## src/rsc_regs.vh

```
// rsc_regs.vh: constants for the reset source controller and boot select
`ifndef RSC_REGS_VH
`define RSC_REGS_VH
// main sequencer states
`define RSC_ST_IDLE       2'd0
`define RSC_ST_SYNC       2'd1
`define RSC_ST_ACT        2'd2
`define RSC_ST_FIN        2'd3
// pin timer states
`define RSC_PT_IDLE       2'd0
`define RSC_PT_DRIVE      2'd1
`define RSC_PT_FLOAT      2'd2
// pin timing in system clock out ticks
`define RSC_PIN_HOLD      10'd512
`define RSC_PIN_FLOAT     10'd10
`define RSC_EXT_MIN       3'd4
// cause bit positions
`define RSC_B_EXT         7
`define RSC_B_POW         6
`define RSC_B_SW          5
`define RSC_B_DBF         4
`define RSC_B_LOC         2
`define RSC_B_SYS         1
`define RSC_B_TST         0
// bus monitor timeouts in ticks, per timeout field code
`define RSC_BMT_0         8'd64
`define RSC_BMT_1         8'd32
`define RSC_BMT_2         8'd16
`define RSC_BMT_3         8'd8
// reset vector fetch: four words
`define RSC_VEC_WORDS     3'd4
// boot select reset values
`define RSC_BASE_RST      16'h0007
`define RSC_OPT_RST       16'h7b70
// option field positions
`define RSC_O_MODE        15
`define RSC_O_BYTE_H      14
`define RSC_O_BYTE_L      13
`define RSC_O_RW_H        12
`define RSC_O_RW_L        11
`define RSC_O_STROBE_SELECT        10
`define RSC_O_ACK_H       9
`define RSC_O_ACK_L       6
`define RSC_O_SPC_H       5
`define RSC_O_SPC_L       4
`define RSC_ACK_FAST      4'he
`define RSC_ACK_EXT       4'hf
`endif

```

## src/rsc_unused_guard.v

```verilog
// rsc_unused_guard.v: intentionally empty
`timescale 1ns/100ps

```

## src/rsc_reset_ctrl.v

```verilog
// rsc_reset_ctrl.v: reset source controller top
`timescale 1ns/100ps
`include "rsc_regs.vh"
module rsc_reset_ctrl (
   input  wire        sys_clk,                 // system clock
   input  wire        srst,                    // sync reset, high
   input  wire        system_clock_out,        // clock out edge pulse
   input  wire        rst_pin_in,              // reset pin level
   output wire        rst_pin_out,             // pin drive value
   output wire        rst_pin_oe_n,            // pin enable, low drives
   input  wire        por_req,                 // power-on request
   input  wire        wdog_req,                // watchdog timeout
   input  wire        bus_fault_req,           // double bus fault
   input  wire        clk_loss_det,            // reference lost
   input  wire        clock_loss_reset_enable, // loss reset enable
   input  wire        vco_in_use,              // oscillator in use
   input  wire        test_req,                // test submodule
   input  wire        instr_req,               // reset instruction
   input  wire        bus_busy,                // bus cycle running
   input  wire        bus_cycle_end,           // bus cycle ends
   input  wire [1:0]  bus_monitor_timeout,     // monitor time field
   input  wire [7:0]  mode_pins,               // data bus config pins
   output wire        pin_reset_drive,         // external pin line
   output wire        clock_module_reset,      // clock module line
   output wire        master_reset_line,       // master line
   output wire        instruction_reset_flag,  // instruction flag
   output wire        bus_monitor_force,       // monitor forced on
   output reg         bus_cycle_kill,          // monitor end pulse
   output reg  [7:0]  reset_cause_reg,         // cause bits
   output reg  [7:0]  mode_cfg,                // latched config
   output reg         vector_fetch,            // vector fetch window
   output wire [23:0] vector_base,             // vector table base
   input  wire        cfg_wr_base,             // load boot base
   input  wire        cfg_wr_opt,              // load boot options
   input  wire [15:0] cfg_wdata,               // load data
   input  wire [23:0] addr,                    // bus address
   input  wire        address_strobe,          // address strobe
   input  wire        data_strobe,             // data strobe
   input  wire        rd_wr,                   // 1 read
   input  wire [1:0]  space,                   // access space
   input  wire        eclk,                    // slow bus clock
   input  wire        ext_data_size_acknowledge,               // outside ack
   output wire        boot_select_pin_n,       // boot select, low
   output wire        data_size_acknowledge,   // boot ack pulse
   output wire [15:0] boot_base_q,             // boot base reg
   output wire [15:0] boot_opt_q               // boot option reg
);
   reg  [1:0] state_r;  // sequencer state
   reg  [1:0] state_nxt;
   reg  [7:0] pend_r;   // causes seen this reset
   reg  [7:0] pend_nxt;
   reg        mst_r;    // master line held
   reg        mst_nxt;
   reg        clk_r;    // clock module line held
   reg        clk_nxt;
   reg        ext_r;    // pin line requested
   reg        ext_nxt;
   reg        sysf_r;   // instruction flag held
   reg        sysf_nxt;
   reg        wmst_r;   // sync master waiting
   reg        wmst_nxt;
   reg        wclk_r;   // sync clock line waiting
   reg        wclk_nxt;
   reg        ext_q_r;  // ext_r delayed, for start pulse
   reg  [2:0] ext_cnt_r;// ticks the pin was seen low
   reg  [7:0] bm_cnt_r; // bus monitor ticks
   reg  [7:0] bm_lim;   // bus monitor limit
   reg  [2:0] vec_cnt_r;// vector words fetched
   reg        hand_r;   // master released, fetch next
   wire       tick = system_clock_out;
   wire       tmr_drive;
   wire       tmr_busy;
   wire       tmr_go;
   wire       pin_low;
   wire       ext_req;
   wire       loc_req;
   wire       async_full;
   wire       sync_ok;
   wire       hold;
   wire       boot_rst;
   wire [7:0] new_cause;

   // pin seen low only while we are not driving it
   assign pin_low = !rst_pin_in && rst_pin_oe_n;
   // outside request must last four ticks to count
   assign ext_req = (ext_cnt_r == `RSC_EXT_MIN);
   // clock loss counts only when enabled and on the oscillator
   assign loc_req = clk_loss_det && clock_loss_reset_enable && vco_in_use;
   // catastrophic async sources
   assign async_full = por_req || wdog_req || bus_fault_req;
   // a sync reset may land when no cycle runs or it is ending
   // a kill off a tick waits a round
   assign sync_ok = !bus_busy || bus_cycle_end || bus_cycle_kill;
   // internal request still present keeps the pin driven
   assign hold = async_full || instr_req || loc_req || test_req;

   // every source maps to its cause bit
   assign new_cause = {ext_req, por_req, wdog_req, bus_fault_req, 1'b0,
                       loc_req, instr_req, test_req};

   // async lines bypass the registers so they act at once
   assign master_reset_line  = mst_r || async_full;
   assign clock_module_reset = clk_r || async_full;
   assign pin_reset_drive    = tmr_drive;
   // instruction reset touches only the pin and the flag
   assign instruction_reset_flag = sysf_r || instr_req;
   assign rst_pin_out  = 1'b0;
   assign rst_pin_oe_n = !tmr_drive;
   assign bus_monitor_force = (state_r == `RSC_ST_SYNC);
   assign vector_base = 24'h000000;
   assign tmr_go = ext_r && !ext_q_r;
   // boot select returns to defaults on any master reset
   assign boot_rst = srst || master_reset_line;

   // bus monitor limit from the time field
   always @* begin
      case (bus_monitor_timeout)
         2'd0:    bm_lim = `RSC_BMT_0;
         2'd1:    bm_lim = `RSC_BMT_1;
         2'd2:    bm_lim = `RSC_BMT_2;
         default: bm_lim = `RSC_BMT_3;
      endcase
   end

   // next state: collect causes, union the lines, wait for bus end
   always @* begin
      state_nxt = state_r;
      pend_nxt  = pend_r;
      mst_nxt   = mst_r;
      clk_nxt   = clk_r;
      ext_nxt   = ext_r;
      sysf_nxt  = sysf_r;
      wmst_nxt  = wmst_r;
      wclk_nxt  = wclk_r;
      if (tick && state_r != `RSC_ST_FIN) begin
         pend_nxt = pend_r | new_cause;
         if (async_full) begin
            mst_nxt = 1'b1;
            clk_nxt = 1'b1;
            ext_nxt = 1'b1;
         end
         if (instr_req) begin
            ext_nxt  = 1'b1;
            sysf_nxt = 1'b1;
         end
         // sync sources wait in the monitor-guarded state
         // held lines survive a return to SYNC
         if (ext_req || loc_req || test_req)
            wmst_nxt = 1'b1;
         if (ext_req || loc_req)
            wclk_nxt = 1'b1;
         if (wmst_nxt && sync_ok) begin
            mst_nxt  = 1'b1;
            clk_nxt  = clk_nxt || wclk_nxt;
            ext_nxt  = 1'b1;
            wmst_nxt = 1'b0;
            wclk_nxt = 1'b0;
         end
      end
      case (state_r)
         `RSC_ST_IDLE, `RSC_ST_SYNC: begin
            if (tick) begin
               if (wmst_nxt)
                  state_nxt = `RSC_ST_SYNC;
               else if (ext_nxt)
                  state_nxt = `RSC_ST_ACT;
               else
                  state_nxt = `RSC_ST_IDLE;
            end
         end
         `RSC_ST_ACT: begin
            if (tick && wmst_nxt)
               state_nxt = `RSC_ST_SYNC;
            else if (tick && !tmr_busy && !tmr_go && !hold && !ext_req)
               state_nxt = `RSC_ST_FIN;
         end
         `RSC_ST_FIN: begin
            // release: lines drop, causes move into the cause register
            state_nxt = `RSC_ST_IDLE;
            pend_nxt  = 8'h00;
            mst_nxt   = 1'b0;
            clk_nxt   = 1'b0;
            ext_nxt   = 1'b0;
            sysf_nxt  = 1'b0;
         end
         default: state_nxt = `RSC_ST_IDLE;
      endcase
   end

   // sequencer registers
   always @(posedge sys_clk) begin
      if (srst) begin
         state_r <= `RSC_ST_IDLE;
         pend_r  <= 8'h00;
         mst_r   <= 1'b0;
         clk_r   <= 1'b0;
         ext_r   <= 1'b0;
         sysf_r  <= 1'b0;
         wmst_r  <= 1'b0;
         wclk_r  <= 1'b0;
         ext_q_r <= 1'b0;
      end else begin
         state_r <= state_nxt;
         pend_r  <= pend_nxt;
         mst_r   <= mst_nxt;
         clk_r   <= clk_nxt;
         ext_r   <= ext_nxt;
         sysf_r  <= sysf_nxt;
         wmst_r  <= wmst_nxt;
         wclk_r  <= wclk_nxt;
         ext_q_r <= ext_r;
      end
   end

   // cause register loads on release, no write path exists
   always @(posedge sys_clk) begin
      if (srst)
         reset_cause_reg <= 8'h00;
      else if (state_r == `RSC_ST_FIN)
         reset_cause_reg <= pend_r;
   end

   // outside low level counted in ticks, saturating at the minimum
   // our own drive never counts as outside
   always @(posedge sys_clk) begin
      if (srst)
         ext_cnt_r <= 3'd0;
      else if (!pin_low)
         ext_cnt_r <= 3'd0;
      else if (tick && ext_cnt_r != `RSC_EXT_MIN)
         ext_cnt_r <= ext_cnt_r + 3'd1;
   end

   // bus monitor: a hung cycle is cut once the timeout elapses
   always @(posedge sys_clk) begin
      if (srst) begin
         bm_cnt_r       <= 8'h00;
         bus_cycle_kill <= 1'b0;
      end else begin
         bus_cycle_kill <= 1'b0;
         if (state_r != `RSC_ST_SYNC || !bus_busy || bus_cycle_end)
            bm_cnt_r <= 8'h00;
         else if (tick) begin
            if (bm_cnt_r == bm_lim - 8'd1) begin
               bus_cycle_kill <= 1'b1;
               bm_cnt_r       <= 8'h00;
            end else
               bm_cnt_r <= bm_cnt_r + 8'd1;
         end
      end
   end

   // mode pins latched when the pin floats high at release of a master reset
   // latched once the pull-ups had time
   always @(posedge sys_clk) begin
      if (srst)
         mode_cfg <= 8'hff;
      else if (state_r == `RSC_ST_FIN && mst_r)
         mode_cfg <= mode_pins;
   end

   // hand-off: after a master reset the processor fetches the vector
   always @(posedge sys_clk) begin
      if (srst) begin
         hand_r       <= 1'b0;
         vector_fetch <= 1'b0;
         vec_cnt_r    <= 3'd0;
      end else begin
         hand_r <= (state_r == `RSC_ST_FIN) && mst_r;
         if (master_reset_line) begin
            vector_fetch <= 1'b0;
            vec_cnt_r    <= 3'd0;
         end else if (hand_r) begin
            vector_fetch <= 1'b1;
            vec_cnt_r    <= 3'd0;
         end else if (vector_fetch && data_size_acknowledge) begin
            if (vec_cnt_r == `RSC_VEC_WORDS - 3'd1)
               vector_fetch <= 1'b0;
            vec_cnt_r <= vec_cnt_r + 3'd1;
         end
      end
   end

   // pin drive and float/retest sequencing
   // timer state alone drives the enable
   rsc_pin_timer u_pin (
      .sys_clk (sys_clk),
      .srst    (srst),
      .tick    (tick),
      .start   (tmr_go),
      .hold    (hold),
      .pin_low (pin_low),
      .drive   (tmr_drive),
      .busy    (tmr_busy)
   );

   // boot memory select
   rsc_boot_select u_boot (
      .sys_clk           (sys_clk),
      .srst              (boot_rst),
      .wr_base           (cfg_wr_base),
      .wr_opt            (cfg_wr_opt),
      .wdata             (cfg_wdata),
      .addr              (addr),
      .address_strobe    (address_strobe),
      .data_strobe       (data_strobe),
      .rd_wr             (rd_wr),
      .space             (space),
      .eclk              (eclk),
      .ext_data_size_acknowledge         (ext_data_size_acknowledge),
      .boot_select_pin_n (boot_select_pin_n),
      .ack               (data_size_acknowledge),
      .base_q            (boot_base_q),
      .opt_q             (boot_opt_q)
   );
endmodule // rsc_reset_ctrl

```

## src/rsc_pin_timer.v

```verilog
// rsc_pin_timer.v: shared reset pin drive and float/test sequencer
`timescale 1ns/100ps
`include "rsc_regs.vh"
module rsc_pin_timer (
   input  wire       sys_clk, // system clock
   input  wire       srst,    // sync reset
   input  wire       tick,    // system clock out edge
   input  wire       start,   // one-cycle start pulse
   input  wire       hold,    // internal request still present
   input  wire       pin_low, // pin low while not driven by us
   output wire       drive,   // drive pin low
   output wire       busy     // sequence in progress
);
   reg [1:0] state_r; // sequencer state
   reg [9:0] cnt_r;   // tick counter

   assign drive = (state_r == `RSC_PT_DRIVE);
   assign busy  = (state_r != `RSC_PT_IDLE);

   // drive at least 512 ticks, float 10, retest pin and repeat while held low
   always @(posedge sys_clk) begin
      if (srst) begin
         state_r <= `RSC_PT_IDLE;
         cnt_r   <= 10'h000;
      end else begin
         case (state_r)
            `RSC_PT_IDLE: begin
               cnt_r <= 10'h000;
               if (start)
                  state_r <= `RSC_PT_DRIVE;
            end
            `RSC_PT_DRIVE: if (tick) begin
               if (cnt_r == `RSC_PIN_HOLD - 10'd1) begin
                  if (!hold) begin
                     state_r <= `RSC_PT_FLOAT;
                     cnt_r   <= 10'h000;
                  end
               end else
                  cnt_r <= cnt_r + 10'd1;
            end
            `RSC_PT_FLOAT: if (tick) begin
               if (cnt_r == `RSC_PIN_FLOAT - 10'd1) begin
                  cnt_r   <= 10'h000;
                  // an outside device still pulls low: drive again
                  state_r <= pin_low ? `RSC_PT_DRIVE : `RSC_PT_IDLE;
               end else
                  cnt_r <= cnt_r + 10'd1;
            end
            default: state_r <= `RSC_PT_IDLE;
         endcase
      end
   end
endmodule // rsc_pin_timer

```

## src/rsc_boot_select.v

```verilog
// rsc_boot_select.v: boot chip select decode and acknowledge timing
`timescale 1ns/100ps
`include "rsc_regs.vh"
module rsc_boot_select (
   input  wire        sys_clk,          // system clock
   input  wire        srst,             // reset incl. master reset
   input  wire        wr_base,          // load base register
   input  wire        wr_opt,           // load option register
   input  wire [15:0] wdata,            // load data
   input  wire [23:0] addr,             // bus address
   input  wire        address_strobe,   // address strobe, high active
   input  wire        data_strobe,      // data strobe, high active
   input  wire        rd_wr,            // 1 read, 0 write
   input  wire [1:0]  space,            // 01 user, 10 supervisor, 00 cpu
   input  wire        eclk,             // slow bus clock phase
   input  wire        ext_data_size_acknowledge,        // outside acknowledge
   output reg         boot_select_pin_n,// boot select, low active
   output reg         ack,              // data_size_acknowledge pulse
   output wire [15:0] base_q,           // base register
   output wire [15:0] opt_q             // option register
);
   reg  [15:0] base_r; // boot_select_base
   reg  [15:0] opt_r;  // boot_select_options
   reg  [3:0]  ws_r;   // wait states elapsed
   reg         done_r; // cycle already acked
   reg  [23:0] mask;   // address bits compared
   wire [3:0]  ackf = opt_r[`RSC_O_ACK_H:`RSC_O_ACK_L];
   wire [1:0]  rwf  = opt_r[`RSC_O_RW_H:`RSC_O_RW_L];
   wire [1:0]  spf  = opt_r[`RSC_O_SPC_H:`RSC_O_SPC_L];
   wire        hit;
   wire        strobe_select;
   wire        ack_now;

   assign base_q = base_r;
   assign opt_q  = opt_r;

   // block size code: 3 gives 128 Kbytes, 7 gives 1 Mbyte
   always @* begin
      case (base_r[2:0])
         3'd0:    mask = 24'hfff800;
         3'd1:    mask = 24'hffe000;
         3'd2:    mask = 24'hffc000;
         3'd3:    mask = 24'hfe0000;
         3'd4:    mask = 24'hfc0000;
         3'd5:    mask = 24'hf80000;
         3'd6:    mask = 24'hf80000;
         default: mask = 24'hf00000;
      endcase
   end

   assign hit = (((addr ^ {base_r[15:3], 11'h000}) & mask) == 24'h000000)
              && (opt_r[`RSC_O_BYTE_H:`RSC_O_BYTE_L] != 2'b00)
              && (rwf == 2'b11 || (rwf == 2'b01 && rd_wr) || (rwf == 2'b10 && !rd_wr))
              && (spf == 2'b11 ? (space == 2'b01 || space == 2'b10) : (space == spf));
   // timing mode 0 emulates async bus, strobe bit picks the strobe
   assign strobe_select = opt_r[`RSC_O_MODE] ? eclk :
                 (opt_r[`RSC_O_STROBE_SELECT] ? data_strobe : address_strobe);
   // internal ack after the programmed count of wait states
   assign ack_now = (ackf == `RSC_ACK_EXT) ? ext_data_size_acknowledge :
                    (ackf == `RSC_ACK_FAST) ? 1'b1 : (ws_r == ackf);

   // option and base registers, reset to the boot defaults
   always @(posedge sys_clk) begin
      if (srst) begin
         base_r <= `RSC_BASE_RST;
         opt_r  <= `RSC_OPT_RST;
      end else begin
         if (wr_base)
            base_r <= wdata;
         if (wr_opt)
            opt_r <= wdata;
      end
   end

   // select pin and one ack per strobed cycle
   always @(posedge sys_clk) begin
      if (srst) begin
         boot_select_pin_n <= 1'b1;
         ack               <= 1'b0;
         ws_r              <= 4'h0;
         done_r            <= 1'b0;
      end else begin
         boot_select_pin_n <= !(hit && strobe_select);
         ack               <= 1'b0;
         if (!(hit && address_strobe)) begin
            ws_r   <= 4'h0;
            done_r <= 1'b0;
         end else if (!done_r) begin
            if (ack_now) begin
               ack    <= 1'b1;
               done_r <= 1'b1;
            end else if (ws_r != 4'hf)
               ws_r <= ws_r + 4'h1;
         end
      end
   end
endmodule // rsc_boot_select

```

## config.mk

```make
export PLATFORM = sky130hd
export DESIGN_NAME = rsc_reset_ctrl
export DESIGN_NICKNAME = d
export VERILOG_FILES = /design/src/rsc_unused_guard.v /design/src/rsc_reset_ctrl.v /design/src/rsc_pin_timer.v /design/src/rsc_boot_select.v
export VERILOG_INCLUDE_DIRS = /design/src
export SDC_FILE = /design/constraint.sdc
export NUM_CORES = 1
export LEC_CHECK = 0
export BUFFER_PORTS_ARGS = -buffer_cell sky130_fd_sc_hd__buf_4
export CAP_MARGIN = 20
export CORE_ASPECT_RATIO = 0.7
export CORE_MARGIN = 4
export CORE_UTILIZATION = 34
export DETAILED_ROUTE_END_ITERATION = 10
export PLACE_DENSITY = 0.61
export SLEW_MARGIN = 25
export SYNTH_ARGS = -nofsm -noshare
export SYNTH_HDL_FRONTEND = slang
export SYNTH_SLANG_ARGS = --single-unit
```

## constraint.sdc

```tcl
create_clock -name sys_clk -period 2.2 [get_ports sys_clk]
set_input_delay 0.33 -clock sys_clk [delete_from_list [all_inputs] [get_ports sys_clk]]
set_output_delay 0.33 -clock sys_clk [all_outputs]
set_load 0.03 [all_outputs]
```

; Word level (Yosys, flattened, before mapping)
; Index checks and enable logic that the tools add are counted.
[op_classes]
add_sub_neg = 6
n_eq_ne = 41
mux = 50
bitwise = 8
n_reduce_logical = 78
[op_table]
columns = op, n
row1 = $pmux W20 S6, 1
row2 = $mux W10, 5
row3 = $pmux W10 S3, 1
row4 = $mux W1, 28
row5 = $and A24 B24 Y24, 1
row6 = $logic_not A24 Y1, 1
row7 = $xor A24 B24 Y24, 1
row8 = $mux W2, 11
row9 = $logic_and A1 B1 Y1, 21
row10 = $pmux W7 S3, 1
row11 = $logic_or A1 B1 Y1, 19
row12 = $eq A2 B2 Y1 const B, 8
row13 = $reduce_or A2 Y1, 7
row14 = $eq A3 B3 Y1 const B, 4
row15 = $ne A2 B2 Y1 const B, 6
row16 = $pmux W2 S3, 2
row17 = $add A10 B1 Y10 const B, 1
row18 = $eq A10 B4 Y1 const B, 1
row19 = $eq A10 B9 Y1 const B, 1
row20 = $eq A2 B1 Y1 const B, 5
row21 = $logic_not A1 Y1, 10
row22 = $reduce_bool A2 Y1, 5
row23 = $eq A3 B2 Y1 const B, 3
row24 = $ne A3 B3 Y1 const B, 3
row25 = other kinds (22), 37
[word_totals]
ff_bits = 101
out_inout_bits = 83
wordCells = 208

; Depth between registers and ports, before layout
[depth]
word_depth = 13
mapped_depth = 7
depth_no_buf = 7

; Modules after synthesis
; Synthesis repeated with hierarchy kept, for this count alone.
[hier_totals]
cells_unflattened = 522
area_unflattened_um2 = 4680.7
[by_module_without_submodules]
columns = module, n_inst, cells_per_inst, area_each_um2, seq_area_each_um2
row1 = rsc_reset_ctrl, 1, 257, 2205.9, 960.9
row2 = rsc_boot_select, 1, 179, 1721.7, 780.7
row3 = rsc_pin_timer, 1, 86, 753.2, 240.2

; Worst setup path after synthesis
; Ideal clock, no wire load.
[synth_timing]
path_type = register to register
from = reg u_pin.state_r[1]
to = reg u_pin.cnt_r[9]
setup_time_ps = 72
t_arrival_ps = 2048
required_ps = 2128
slack_ps = 80
path_stages_with_launch = 8
n_path_buf = 0
synth_period_minus_slack_ps = 2120
cell_sequence = dfxtp_1 > inv_1 > ha_1 > o21ba_2 > nor2_1 > o2111ai_1 > or4_1 > a21oi_1
[synth_via]
elab_chain_len = 3
[synth_rtl]
columns = item, line
row1 = start: declaration, rsc_pin_timer.v:14  ; reg [1:0] state_r;
row2 = start signal: assignment, rsc_pin_timer.v:23  ; state_r <= `RSC_PT_IDLE;
row3 = start signal: assignment, rsc_pin_timer.v:30  ; state_r <= `RSC_PT_DRIVE;
row4 = start signal: assignment, rsc_pin_timer.v:35  ; state_r <= `RSC_PT_FLOAT;
row5 = $eq A2 B1 Y1 *, n/a
row6 = named net pin_reset_drive, rsc_reset_ctrl.v:23  ; output wire pin_reset_drive,
row7 = $ne A3 B3 Y1 (no line) (tied with other cells), n/a
row8 = $reduce_and A4 Y1 (no line), n/a
row9 = end signal: assignment, rsc_pin_timer.v:39  ; cnt_r <= cnt_r + 10'd1;
row10 = end signal: assignment, rsc_pin_timer.v:47  ; cnt_r <= cnt_r + 10'd1;
row11 = end: declaration, rsc_pin_timer.v:15  ; reg [9:0] cnt_r;
; The timed path passes the listed nets; every way through them passes the cells marked *.
; A chain may end at the register's enable or synchronous reset.

; Worst setup path after layout
[layout_timing]
from = reg u_pin.cnt_r[1]
to = reg u_pin.cnt_r[1]
[layout_via]
elab_chain_len = 4
[layout_rtl]
columns = item, line
row1 = $add A10 B1 Y10 (tied with other cells), "rsc_pin_timer.v:39, rsc_pin_timer.v:47"
row2 = $mux W10 (on tied branches), "rsc_pin_timer.v:42, rsc_pin_timer.v:33"
row3 = $mux W10 (on tied branches), "rsc_pin_timer.v:41, rsc_pin_timer.v:32"
row4 = $pmux W10 S3, rsc_pin_timer.v:26  ; case (state_r)
; Parallel ways exist; a longest one is shown, timed or not. The select of a mux whose other input is x is not followed.

==> reports/metrics.cfg <==
[status]
status=finished clean

[logic_synthesis]
synth_area_leaders=dfxtp_1 42%, mux2i_1 7.6%, nor2_1 5.2%
synth_area_per_cell_sq_um=8.78
netlist_area_sq_um=4730
synth-async-reset-ratio_pct=0
synth_edf_count=0
syn_inst=539
synth_ff_type=dfxtp_1
yosys_warnings=0
synth.distinct_cells=57
synth.top_cell.area_share_pct=41.9
ys_ff_latch=99
synth_top_cell_by_area=dfxtp_1
synth_seq_area_share_pct=41.9

[critical_path]
crit_family=compound AO/OA/AOI/OAI gates
reg2reg_depth=8
worstPathMaxFanout=8
cpPeakStageDelay_ps=490
cp_data_arrival_time_ps=2260
criticalPathCategory=register to register
path_cells=inv_1 -> ha_1 -> or4b_1 -> o41ai_4 -> a21boi_1 -> o21ai_1 -> buf_4 -> a211oi_1
r2r-start=u_pin.cnt_r[1]
r2r_slack_ps=160
crit_path_end_kind=register
crit_path_top_delay_cell=or4b_1
r2r-end=u_pin.cnt_r[1]
path_buf_inv=2
start_kind=register
cp.required_ps=2420

[hold_path]
hold_start=cfg_wdata[9]
min_path_cells=3
hold_path_end=u_boot.opt_q[9]
hold_path.class=primary input to register

[sta]
fin_crit_ps=2040
final-hold-violation-count=0
fmax_mhz=490
finClkSkew_ps=6.99
relSlewSlack_pct=66.7
setup-violations-final=0
slew_viol_final=0
grt_setup_unrepaired=false
timing.hold.ws_ps=212
fin_crit_sh_pct=92.8
tightest_slew_ps=498

[grt]
grt_pass1_vias=3804
grt_pass1_wl_um=19400
antenna_found_initial=0
grtUsageTotal_pct=15.0
gr-total-overflow=0
grt_max_degree=25

[power_and_ir_drop]
vdd_drop_max_mv=0.378
power.density_nw_per_um2=695
cellLeakagePower_nw=2.57

[clock_network]
clk_root_buffer_cell=clkbuf_16
cts_tree=done
postCtsHoldBufs=0
numCtsBuffers=9
clk_latency_ps=340
numClockSinks=99
h-tree-depth=3
cts.clk_slew.worst_paths_ps=70
cts_buffer_depth=2

[layout]
final_common_cell=buf_4
final_util_pct=45.6
multi_input_area_sq_um=2540
seq_area_sq_um=1980
fin_nets=751
n_antenna_cell=0
fillCellCount=1308
areaGrowthSynthToFinish_pct=29.0
design_area_sq_um=6110
drive_gt1_share_pct=24.8
layout_common_cells=135 x buf_4, 98 x dfxtp_1, 66 x nor2_1

[placement]
gp_congestion=0.919
port-buffer-count=118
place_hpwl_um=9530
placed_cell_area_sq_um=5810

[die]
die_w_um=149
initial_core_util_pct=35.3
dieArea_sq_um=15900
ioPinCount=156
fp.dieH_um=107
rows=35
core_sq_um=13400

[detailed_routing]
routed_wl_um=12200
drt-pass1-iter-count=4
wl_per_cell_um=14.2
dr_total_vias=4128
antenna_left=0
via_per_inst=4.83
drt-initial-drc-count=227
drc=0

[job]
maxCapViolations=0

worst reg2reg max path: cells and delay by family (launching register included):
| family | cells | cell delay (ps) |
|---|---|---|
| AOI/OAI and AO/OA | 4 | 740 |
| adders and majority gates | 1 | 130 |
| buffers and inverters | 2 | 230 |
| DFF | 1 | 340 |
| and+or+nand+nor | 1 | 490 |
cells by family (layout without fill, tap and decap cells):
family          Yosys count  count (layout)  synth area share (%)
compound gates           84              84                  12.8
xor+xnor                 31              31                  5.73
fa+ha+maj                13              13                  3.44
buf+inv                  59             165                  6.77
flops                    99              99                  41.9
mux                      36              36                  7.61
other cells               1              26                0.0792
simple gates            216             216                  21.7
stage by stage:
stage | TNS (ps) | power [mW] | instances | setup WS, ps
floorplan | 0 | 2.46 | 564 | 80.4
global placement | -87.6 | 2.72 | 839 | -50.6
detailed placement | -239 | 2.73 | 839 | -76.3
CTS | 0 | 4.29 | 855 | 90.4
global route | 0 | 4.47 | 855 | 10.4
finish | 0 | 4.24 | 855 | 158
cell usage after synthesis, types with 7 or more instances:
master,number
nor3_1,10
dfxtp_1,99
o21ai_0,13
buf_4,26
a21oi_1,30
nand2b_1,7
xor2_1,15
ha_1,13
inv_1,14
nand3_1,26
nor2_1,66
clkbuf_1,15
xnor2_1,16
nand2_1,63
mux2i_1,36
and3_1,7
metal layers:
metal / global-route usage, % / share of wire (%)
met3: 4.31 / 8.6
met5: 0 / 0
met2: 22.5 / 44
met1: 21.4 / 47
met4: 3.40 / 0.83
power by group:
group / internal (mW) / leakage (nW) / switching, mW / total (mW)
registers: 1.84 / 0.803 / 0.0505 / 1.89
logic: 0.338 / 1.62 / 0.469 / 0.807
clock network: 0.800 / 0.141 / 0.741 / 1.54
total: 2.98 / 2.57 / 1.26 / 4.24
final cells by class:
type | count | share of cell area (%)
Clock buffer | 9 | 3.69
Clock inverter | 7 | 1.07
Inverter | 14 | 0.860
Multi-Input combinational cell | 406 | 41.5
Sequential cell | 99 | 32.5
Tap cell | 185 | 3.79
Timing Repair Buffer | 135 | 16.6
what timing repair did:
action                                  in CTS  in global routing
resized for setup                            0                  2
buffers inserted                             0                  0
endpoints found under the setup margin       0                  8
worst max path at each step:
stage	cells after the start	endpoint	from	slack (ps)
2_1_floorplan	7	u_pin.cnt_r[9]	u_pin.state_r[1]	80
3_3_place_gp	6	u_boot.ws_r[2]	wdog_req	-50
3_5_place_dp	6	u_boot.ws_r[2]	wdog_req	-80
4_1_cts	7	u_pin.cnt_r[1]	u_pin.cnt_r[0]	90
5_1_grt	7	u_pin.cnt_r[9]	u_pin.state_r[0]	10
6_report	8	u_pin.cnt_r[1]	u_pin.cnt_r[1]	160
Power figures use the tool's default switching activity.
